[config.mk]
export PLATFORM = sky130hd
export DESIGN_NAME = vdc_dispatch_stall_control
export DESIGN_NICKNAME = d
export VERILOG_FILES = /design/src/vdc_pkg.sv /design/src/vdc_dispatch_stall_control.sv /design/src/vdc_group_scan.sv /design/src/vdc_idle_counter.sv
export VERILOG_INCLUDE_DIRS = /design/src
export SDC_FILE = /design/constraint.sdc
export NUM_CORES = 2
export LEC_CHECK = 0
export ABC_AREA = 1
export BUFFER_PORTS_ARGS = -buffer_cell sky130_fd_sc_hd__buf_2
export CORE_MARGIN = 3
export CORE_UTILIZATION = 36
export DETAILED_ROUTE_END_ITERATION = 8
export PLACE_DENSITY_LB_ADDON = 0.12
export SLEW_MARGIN = 20
export SYNTH_ARGS = -nofsm -noshare
export SYNTH_HDL_FRONTEND = slang
export SYNTH_HIERARCHICAL = 1
export SYNTH_SLANG_ARGS = --single-unit
[constraint.sdc]
create_clock -name core_clk -period 2.6 [get_ports core_clk]
set_clock_uncertainty 0.2 [all_clocks]
set_input_delay 0.65 -clock core_clk [delete_from_list [all_inputs] [get_ports core_clk]]
set_output_delay 0.65 -clock core_clk [all_outputs]
set_load 0.1 [all_outputs]
[src/vdc_params.svh]
/*
  Constants for the dispatch and stall control: group geometry, field
  positions, delay counts and reset values.
  Assumes it is included by its bare name, once per compilation unit.
*/
`ifndef VDC_PARAMS_SVH
`define VDC_PARAMS_SVH

// ==========================================================
// fetch group geometry
`define VDC_GROUP_WORDS 8
`define VDC_WORD_BITS 32
`define VDC_GROUP_BITS 256
`define VDC_IDX_W 3
`define VDC_LAST_IDX 3'h7
`define VDC_IDX_ONE 3'h1
`define VDC_FG_STEP 32'h0000_0020
`define VDC_RESET_PC 32'h0000_0000

// ==========================================================
// instruction fields
`define VDC_PBIT 0

// ==========================================================
// execute pipeline and timing counts
`define VDC_EXEC_LATER 4
`define VDC_EX_STAGE2 0
`define VDC_EX_STAGE3 1
`define VDC_EX_STAGE5 3
`define VDC_BR_DELAY_SLOTS 3'h5
`define VDC_BR_LAST_SLOT 3'h1
`define VDC_IDLE_CNT_W 4
`define VDC_IDLE_ONE 4'h1

`endif

[src/vdc_pkg.sv]
/*
  Types shared by the dispatch and stall control modules.
  Assumes vdc_params.svh is on the include path.
*/
`include "vdc_params.svh"

package vdc_pkg;

  // ========================================================
  // dispatch slot state, one-hot
  typedef enum logic [2:0] {
    VDC_DISP_EMPTY = 3'b001,
    VDC_DISP_FIRST = 3'b010,
    VDC_DISP_SPLIT = 3'b100
  } vdc_dp_t;

  // ========================================================
  // whole state of the control top
  typedef struct packed {
    logic [`VDC_WORD_BITS-1:0] pc;
    logic ps_v;
    logic [`VDC_WORD_BITS-1:0] ps_addr;
    logic pw_v;
    logic pr_v;
    logic [`VDC_GROUP_BITS-1:0] pr_words;
    vdc_dp_t dp_st;
    logic [`VDC_GROUP_BITS-1:0] dp_words;
    logic [`VDC_IDX_W-1:0] dp_start;
    logic dc_v;
    logic [`VDC_GROUP_BITS-1:0] dc_words;
    logic [`VDC_GROUP_WORDS-1:0] dc_mask;
    logic iss_v;
    logic [`VDC_GROUP_BITS-1:0] iss_words;
    logic [`VDC_GROUP_WORDS-1:0] iss_mask;
    logic [`VDC_EXEC_LATER-1:0] ex_v;
    logic [`VDC_EXEC_LATER-1:0] ex_ld;
    logic [`VDC_IDX_W-1:0] br_cnt;
  } vdc_state_t;

  // ========================================================
  // idle counter state
  typedef struct packed {
    logic [`VDC_IDLE_CNT_W-1:0] left;
  } vdc_idle_t;

endpackage

[src/vdc_dispatch_stall_control.sv]
/*
  Front end and issue flow control of the signal-processor core: fetch
  phases, dispatch of issue groups, idle insertion, branch redirect and
  memory stalls across the whole pipeline.
  Assumes separate program and data memories with ready lines, and an
  external decoder that reports the branch, load and idle content of the
  group standing in execute stage one.
*/
//
// How it works
// - fetch eight words as one group
// - group splits into one to eight issue groups
// - dispatch scans parallel flags for group ends
// - stall so each issue group dispatches alone
// - fetch phases hold, no new address meanwhile
// - new fetch address generated every free cycle
// - each instruction finishes after fixed stages
// - idle op carries an optional cycle count
// - extra idle cycles leave earlier groups running
// - next group waits out the idle period
// - ending branch slots override running idle
// - program and data memories kept apart
// - fetch: generate, send, wait, receive, dispatch
// - load: address, send, access, receive, write
// - memory not ready stalls at wait or stage three
// - memory stall freezes every phase
// - stalls add cycles, never change results
// - branch in stage one starts target address
`timescale 1ns/1ps

module vdc_dispatch_stall_control
  import vdc_pkg::*;
#(
  parameter int GROUP_WORDS = `VDC_GROUP_WORDS,
  parameter int WORD_BITS = `VDC_WORD_BITS,
  parameter logic [`VDC_WORD_BITS-1:0] RESET_PC = `VDC_RESET_PC
) (
  input wire logic core_clk,
  input wire logic rst_b,
  // program memory side
  output logic pmem_req,
  output logic [WORD_BITS-1:0] pmem_addr,
  input wire logic pmem_ready,
  input wire logic [GROUP_WORDS*WORD_BITS-1:0] pmem_rdata,
  // data memory side
  output logic dmem_req,
  input wire logic dmem_ready,
  // content of the group in execute stage one
  input wire logic e1_is_load,
  input wire logic e1_is_branch,
  input wire logic [WORD_BITS-1:0] e1_branch_target,
  input wire logic [`VDC_IDLE_CNT_W-1:0] e1_idle_count,
  // issue group towards the functional units
  output logic issue_valid,
  output logic [GROUP_WORDS-1:0] issue_mask,
  output logic [GROUP_WORDS*WORD_BITS-1:0] issue_words,
  output logic decode_valid,
  output logic [GROUP_WORDS-1:0] decode_mask,
  output logic [`VDC_EXEC_LATER-1:0] exec_later_valid,
  output logic load_writeback,
  // stall status
  output logic dispatch_stall,
  output logic memory_stall,
  output logic idle_active
);

  // ========================================================
  // parameter check
  generate
    if (GROUP_WORDS != `VDC_GROUP_WORDS ||
        WORD_BITS != `VDC_WORD_BITS) begin : g_bad_geometry
      $error("vdc: group geometry must match the shared state layout");
    end
  endgenerate

  vdc_state_t s_reg;
  vdc_state_t s_next;

  logic [GROUP_WORDS-1:0] dp_pbits;
  logic [GROUP_WORDS-1:0] dp_mask;
  logic [`VDC_IDX_W-1:0] dp_end;
  logic dp_last;
  logic dp_busy;
  logic pw_stall;
  logic ld_stall;
  logic hold_all;
  logic br_expire;
  logic dc_adv;
  logic dp_go;
  logic fe_adv;
  logic e1_branch_now;
  logic idle_load;
  logic idle_busy;
  logic idle_end;
  logic idle_start;
  logic [WORD_BITS-1:0] pg_addr;

  // ========================================================
  // parallel flag of every slot of the dispatched group
  genvar g;
  generate
    for (g = 0; g < GROUP_WORDS; g++) begin : g_pbit
      assign dp_pbits[g] = s_reg.dp_words[g*WORD_BITS + `VDC_PBIT];
    end
  endgenerate

  // ========================================================
  // issue group boundary finder
  vdc_group_scan u_scan (
    .pbits(dp_pbits),
    .start(s_reg.dp_start),
    .mask(dp_mask),
    .end_idx(dp_end),
    .last(dp_last)
  );

  // ========================================================
  // multicycle idle counter
  vdc_idle_counter u_idle (
    .core_clk(core_clk),
    .rst_b(rst_b),
    .load(idle_load),
    .count(e1_idle_count),
    .hold(hold_all),
    .clear(br_expire),
    .busy(idle_busy),
    .ending(idle_end)
  );

  // ========================================================
  // stall sources and advance conditions
  assign pw_stall = s_reg.pw_v && !pmem_ready;
  assign ld_stall = s_reg.ex_v[`VDC_EX_STAGE3] &&
                    s_reg.ex_ld[`VDC_EX_STAGE3] && !dmem_ready;
  assign hold_all = pw_stall || ld_stall;
  assign dp_busy = (s_reg.dp_st != VDC_DISP_EMPTY);
  // target about to reach stage one: branch beats the idle
  assign br_expire = !hold_all &&
                     (s_reg.br_cnt == `VDC_BR_LAST_SLOT);
  // an idle group in stage one blocks the next group at once
  assign idle_start = s_reg.iss_v && (e1_idle_count > `VDC_IDLE_ONE);
  assign dc_adv = br_expire ||
                  ((!idle_busy || idle_end) && !idle_start);
  assign dp_go = dp_busy && !hold_all &&
                 (!s_reg.dc_v || dc_adv);
  // one combined hold for the fetch phases
  assign fe_adv = !hold_all &&
                  (!dp_busy || (dp_go && dp_last));
  assign e1_branch_now = s_reg.iss_v && e1_is_branch && !hold_all;
  assign idle_load = s_reg.iss_v && !hold_all;
  // address generation: branch target wins the same cycle
  assign pg_addr = e1_branch_now ? e1_branch_target : s_reg.pc;

  // ========================================================
  // next state
  always_comb begin
    s_next = s_reg;

    // fetch phases move as one unit per group
    if (fe_adv) begin
      s_next.pc = pg_addr + `VDC_FG_STEP;
      s_next.ps_v = 1'b1;
      s_next.ps_addr = pg_addr;
      s_next.pw_v = s_reg.ps_v;
      s_next.pr_v = s_reg.pw_v;
      if (s_reg.pw_v) begin
        s_next.pr_words = pmem_rdata;
      end
    end else if (e1_branch_now) begin
      // redirect remembered while the front end is held
      s_next.pc = e1_branch_target;
    end

    // dispatch slot, one issue group per cycle
    case (s_reg.dp_st)
      VDC_DISP_EMPTY: begin
        if (fe_adv && s_reg.pr_v) begin
          s_next.dp_st = VDC_DISP_FIRST;
          s_next.dp_words = s_reg.pr_words;
          s_next.dp_start = '0;
        end
      end
      VDC_DISP_FIRST, VDC_DISP_SPLIT: begin
        if (dp_go && dp_last) begin
          if (s_reg.pr_v) begin
            s_next.dp_st = VDC_DISP_FIRST;
            s_next.dp_words = s_reg.pr_words;
          end else begin
            s_next.dp_st = VDC_DISP_EMPTY;
          end
          s_next.dp_start = '0;
        end else if (dp_go) begin
          // more groups left: fetch phases stay held
          s_next.dp_st = VDC_DISP_SPLIT;
          s_next.dp_start = dp_end + `VDC_IDX_ONE;
        end
      end
      default: begin
        s_next.dp_st = VDC_DISP_EMPTY;
        s_next.dp_start = '0;
      end
    endcase

    // decode stage takes the dispatched group
    if (dp_go) begin
      s_next.dc_v = 1'b1;
      s_next.dc_words = s_reg.dp_words;
      s_next.dc_mask = dp_mask;
    end else if (!hold_all && dc_adv) begin
      s_next.dc_v = 1'b0;
    end

    // execute stage one, bubbles while idle runs
    if (!hold_all) begin
      s_next.iss_v = s_reg.dc_v && dc_adv;
      s_next.iss_words = s_reg.dc_words;
      s_next.iss_mask = s_reg.dc_mask;
    end

    // later execute stages: fixed shift, frozen on stall
    if (!hold_all) begin
      s_next.ex_v = {s_reg.ex_v[`VDC_EXEC_LATER-2:0], s_reg.iss_v};
      s_next.ex_ld = {s_reg.ex_ld[`VDC_EXEC_LATER-2:0],
                      s_reg.iss_v && e1_is_load};
    end

    // branch delay slot count, held by memory stalls
    if (e1_branch_now) begin
      s_next.br_cnt = `VDC_BR_DELAY_SLOTS;
    end else if (!hold_all && s_reg.br_cnt != '0) begin
      s_next.br_cnt = s_reg.br_cnt - `VDC_IDX_ONE;
    end
  end

  // ========================================================
  // state register; a hold only repeats the state, nothing is lost
  always_ff @(posedge core_clk) begin
    if (!rst_b) begin
      s_reg <= '0;
      s_reg.pc <= RESET_PC;
      s_reg.dp_st <= VDC_DISP_EMPTY;
    end else begin
      s_reg <= s_next;
    end
  end

  // ========================================================
  // program memory: address sent from the send phase register
  assign pmem_req = s_reg.ps_v;
  assign pmem_addr = s_reg.ps_addr;

  // ========================================================
  // data memory: load address goes out in stage two
  assign dmem_req = s_reg.ex_v[`VDC_EX_STAGE2] &&
                    s_reg.ex_ld[`VDC_EX_STAGE2];
  assign load_writeback = s_reg.ex_v[`VDC_EX_STAGE5] &&
                          s_reg.ex_ld[`VDC_EX_STAGE5];

  // ========================================================
  // issue and status outputs
  assign issue_valid = s_reg.iss_v;
  assign issue_mask = s_reg.iss_mask;
  assign issue_words = s_reg.iss_words;
  assign decode_valid = s_reg.dc_v;
  assign decode_mask = s_reg.dc_mask;
  assign exec_later_valid = s_reg.ex_v;
  assign dispatch_stall = dp_busy && !dp_last;
  assign memory_stall = hold_all;
  assign idle_active = idle_busy;

endmodule // vdc_dispatch_stall_control

[src/vdc_group_scan.sv]
/*
  Parallel flag scan of one fetch group: from a start slot, finds where
  the current issue group ends and whether it is the last one.
  Assumes the caller holds the start slot stable while it dispatches.
*/
`timescale 1ns/1ps

module vdc_group_scan
  import vdc_pkg::*;
(
  input wire logic [`VDC_GROUP_WORDS-1:0] pbits,
  input wire logic [`VDC_IDX_W-1:0] start,
  output logic [`VDC_GROUP_WORDS-1:0] mask,
  output logic [`VDC_IDX_W-1:0] end_idx,
  output logic last
);

  // ========================================================
  // membership: slot i belongs if no clear flag lies in [start, i)
  genvar i;
  generate
    for (i = 0; i < `VDC_GROUP_WORDS; i++) begin : g_slot
      always_comb begin
        logic open;
        open = 1'b1;
        for (int j = 0; j < i; j++) begin
          if (j >= start && !pbits[j]) begin
            open = 1'b0;
          end
        end
        mask[i] = (i >= start) && open;
      end
    end
  endgenerate

  // ========================================================
  // highest member slot is the group end
  always_comb begin
    end_idx = start;
    for (int k = 0; k < `VDC_GROUP_WORDS; k++) begin
      if (mask[k]) begin
        end_idx = k[`VDC_IDX_W-1:0];
      end
    end
    last = (end_idx == `VDC_LAST_IDX);
  end

endmodule // vdc_group_scan

[src/vdc_idle_counter.sv]
/*
  Multicycle idle counter: counts the extra idle cycles of an idle
  operand and blocks the next issue group while any remain.
  Assumes load is a one-cycle pulse when a group enters execute.
*/
`timescale 1ns/1ps

module vdc_idle_counter
  import vdc_pkg::*;
(
  input wire logic core_clk,
  input wire logic rst_b,
  input wire logic load,
  input wire logic [`VDC_IDLE_CNT_W-1:0] count,
  input wire logic hold,
  input wire logic clear,
  output logic busy,
  output logic ending
);

  vdc_idle_t s_reg;
  vdc_idle_t s_next;

  // ========================================================
  // next count: clear beats load beats countdown
  always_comb begin
    s_next = s_reg;
    if (clear) begin
      s_next.left = '0;
    end else if (hold) begin
      s_next = s_reg;
    end else if (load && count > `VDC_IDLE_ONE) begin
      s_next.left = count - `VDC_IDLE_ONE;
    end else if (s_reg.left != '0) begin
      s_next.left = s_reg.left - `VDC_IDLE_ONE;
    end
  end

  // ========================================================
  // state register
  always_ff @(posedge core_clk) begin
    if (!rst_b) begin
      s_reg <= '0;
    end else begin
      s_reg <= s_next;
    end
  end

  assign busy = (s_reg.left != '0);
  // last idle cycle: the next group may move up behind it
  assign ending = (s_reg.left == `VDC_IDLE_ONE);

endmodule // vdc_idle_counter

==> impl_metrics.ini <==
[outcome]
outcome = finished with violations
violations = setup timing

[cells_and_area]
largest_reg_flops = 807
drive_gt1_frac = 0.230
postLayoutCellArea_um2 = 56400
layout_commonest_cell = nor2_1
area_growth_syn_to_layout_pct = 30.8
nNetsFinal = 6497
layout.area.seq_um2 = 22700
n_fill_cell = 11800
final_util = 0.476
multiInputGateArea_um2 = 16800
mostFrequentLayoutCells = 1627 x nor2_1, 1117 x dfxtp_1, 681 x o21ai_0

[floorplan]
die_y_um = 352
die_w_um = 352
ios = 614
rows = 126
initial_core_util = 0.364
die_area_um2 = 124000
core_um2 = 119000

[route]
routedWlPerCell_um = 19.0
wirelength_um = 150000
drc = 0
vias = 37900
drt_iter0_markers = 2534
drt-pass1-iter-count = 5
postRouteAntennaNets = 0
vias_per_cell = 4.80

[sta]
holdWs_ns = 0.0415
worst_slew_pin_slew_ns = 0.851
slew_viol_final = 0
hold_violations = 0
fmax_mhz = 329
fin_ws_ns = -0.442
finalCriticalPeriod_ns = 3.04
fin_crit_sh = 1.17
rsz0062_at_grt = yes
slew_headroom = 0.433
setup_viol = 9

[worst_setup_path]
worstPathArrival_ns = 2.19
crit_type = flip-flop to primary output
timing.rr.end = s_reg[543]
crit_slowest_cell = dfxtp_4
worstPathRequired_ns = 1.75
start_kind = flip-flop
crit_path_frequent_cell = nor2_4
r2r_slack_ns = -0.08
worstReg2RegStart = s_reg[543]
cp_slowest_stage_delay_ns = 0.38
cp_max_fo = 7
crit_buf_inv = 3
path_cells = nor2_4 -> nand3_2 -> nand3_2 -> nor2_4 -> o211ai_1 -> inv_2 -> buf_6 -> nor2_4 -> buf_12
cp_top_family = simple AND/OR/NAND/NOR gates
ff2ff_path_depth = 19
endpoint_kind = primary output

[clock_network]
cts_sinks = 1130
cts.htree.levels = 3
cts_max_path_buffers = 3
path_clk_slew_ns = 0.06
root_buffer = clkbuf_16
numCtsBuffers = 120
cts_tree = yes
clk_latency_ns = 0.72

[grt]
grt_pass1_vias = 35300
grt_pass1_wl_um = 207000
grt_antenna_before_repair = 7
overflow = 0
grt_max_degree = 138
grt_util_all_layers = 0.209

[power]
finalPower_mw = 81.5
cellPowerDensity_nw_per_um2 = 1440
ir_worst_vdd_mv = 1.08
leakagePower_nw = 24.5

[synthesis]
seq_area_frac_synth = 0.524
synth_area_leader_cell = dfxtp_1
netlist_area_um2 = 43100
synth_cells = 5596
netlist.area_leader.share = 0.524
ys_top_cells_by_area = dfxtp_1 52%, nor2_1 14%, o21ai_0 9.6%
yosys_register_bits = 1130
synth_nets = 5904
synth_cell_type_count = 38
synth_warnings = 6
syn_area_per_cell_um2 = 7.71

[placed_design]
hpwl_um = 87500
place_area_um2 = 47100
numPortBuffers = 613
gp_congestion = 0.822

[hold_path]
hold_end = s_reg[1014]
hold_depth = 3
hp-start = pmem_rdata[211]
hp-class = primary input to flip-flop

[flow_run]
cap_violations = 0
layer usage:
layer / part of all wire / GRT usage / vias up
li1: - / - / 19000
met1: 0.46 / 0.275 / 17800
met2: 0.47 / 0.351 / 865
met3: 0.045 / 0.0358 / 205
met4: 0.027 / 0.0594 / 6
met5: 0.00029 / 0 / -
timing repair:
item	4_1_cts	5_1_grt
endpoints found under the hold margin	190	0
endpoints found under the setup margin	396	513
buffers inserted	16	38
resized for setup	37	429
hold buffers	190	0
gates cloned	2	85
pin swaps	11	93
worst max path at each step:
| stage | start | to | depth (start not counted) |
|---|---|---|---|
| after CTS | s_reg[542] | dispatch_stall | 9 |
| final | s_reg[543] | dispatch_stall | 9 |
| after global placement | dmem_ready | s_reg[1123] | 16 |
| after detailed placement | dmem_ready | s_reg[650] | 12 |
| after global routing | s_reg[543] | dispatch_stall | 9 |
| after floorplan | dmem_ready | memory_stall | 5 |
cell usage after synthesis, drive strengths merged:
cell    count
inv       119
mux2i       5
clkbuf    271
nand3     291
o211ai      2
a21oi     306
buf       437
o21ai     854
clkinv      2
xor2        3
or2         1
nand2     445
nor3        7
dfxtp    1130
a22oi       2
o21bai      2
a211oi      8
nand4      15
ha         10
a31oi       1
xnor2       1
nor2     1684
worst min-delay path: cells and delay by family:
family          cells  cell delay, ns
buf+inv             1            0.10
simple gates        1            0.08
compound gates      1            0.07
metrics by stage:
step | worst slack [ns] | TNS, ns | std cells
2_1_floorplan | -0.0820 | -31.69 | 5596
4_1_cts | -0.497 | -2.16 | 7772
6_report | -0.442 | -0.705 | 7888
3_5_place_dp | -0.146 | -37.44 | 7346
3_3_place_gp | -0.131 | -26.17 | 7346
5_1_grt | -0.569 | -19.93 | 7886
cell type report:
type / instances / area share
diodes: 3 / 0.000133
clock buffers: 185 / 0.0638
clock inverters: 33 / 0.00738
inverters: 121 / 0.00949
multi-input cells: 3641 / 0.298
flip-flops and latches: 1130 / 0.401
well taps: 1600 / 0.0355
repair buffers: 1169 / 0.182
repair inverters: 6 / 0.00246
where the power goes:
group          switching, mW  internal [mW]
clock                   7.21           10.2
sequential              2.64           22.1
combinational           27.5           11.8
total                   37.3           44.1
kinds of logic (layout without fill, tap and decap cells):
| kind of cell | count (synthesis) | after routing | synth area share |
|---|---|---|---|
| and+or+nand+nor | 2443 | 2447 | 0.227 |
| xor gates and xnor gates | 4 | 4 | 0.000812 |
| other | 0 | 3 | 0 |
| muxes | 5 | 5 | 0.00116 |
| AOI/OAI and AO/OA | 1175 | 1175 | 0.138 |
| buffers and inverters | 829 | 1514 | 0.106 |
| DFF | 1130 | 1130 | 0.524 |
| adders and majority gates | 10 | 10 | 0.00290 |
(Power assumes the default switching activity.)
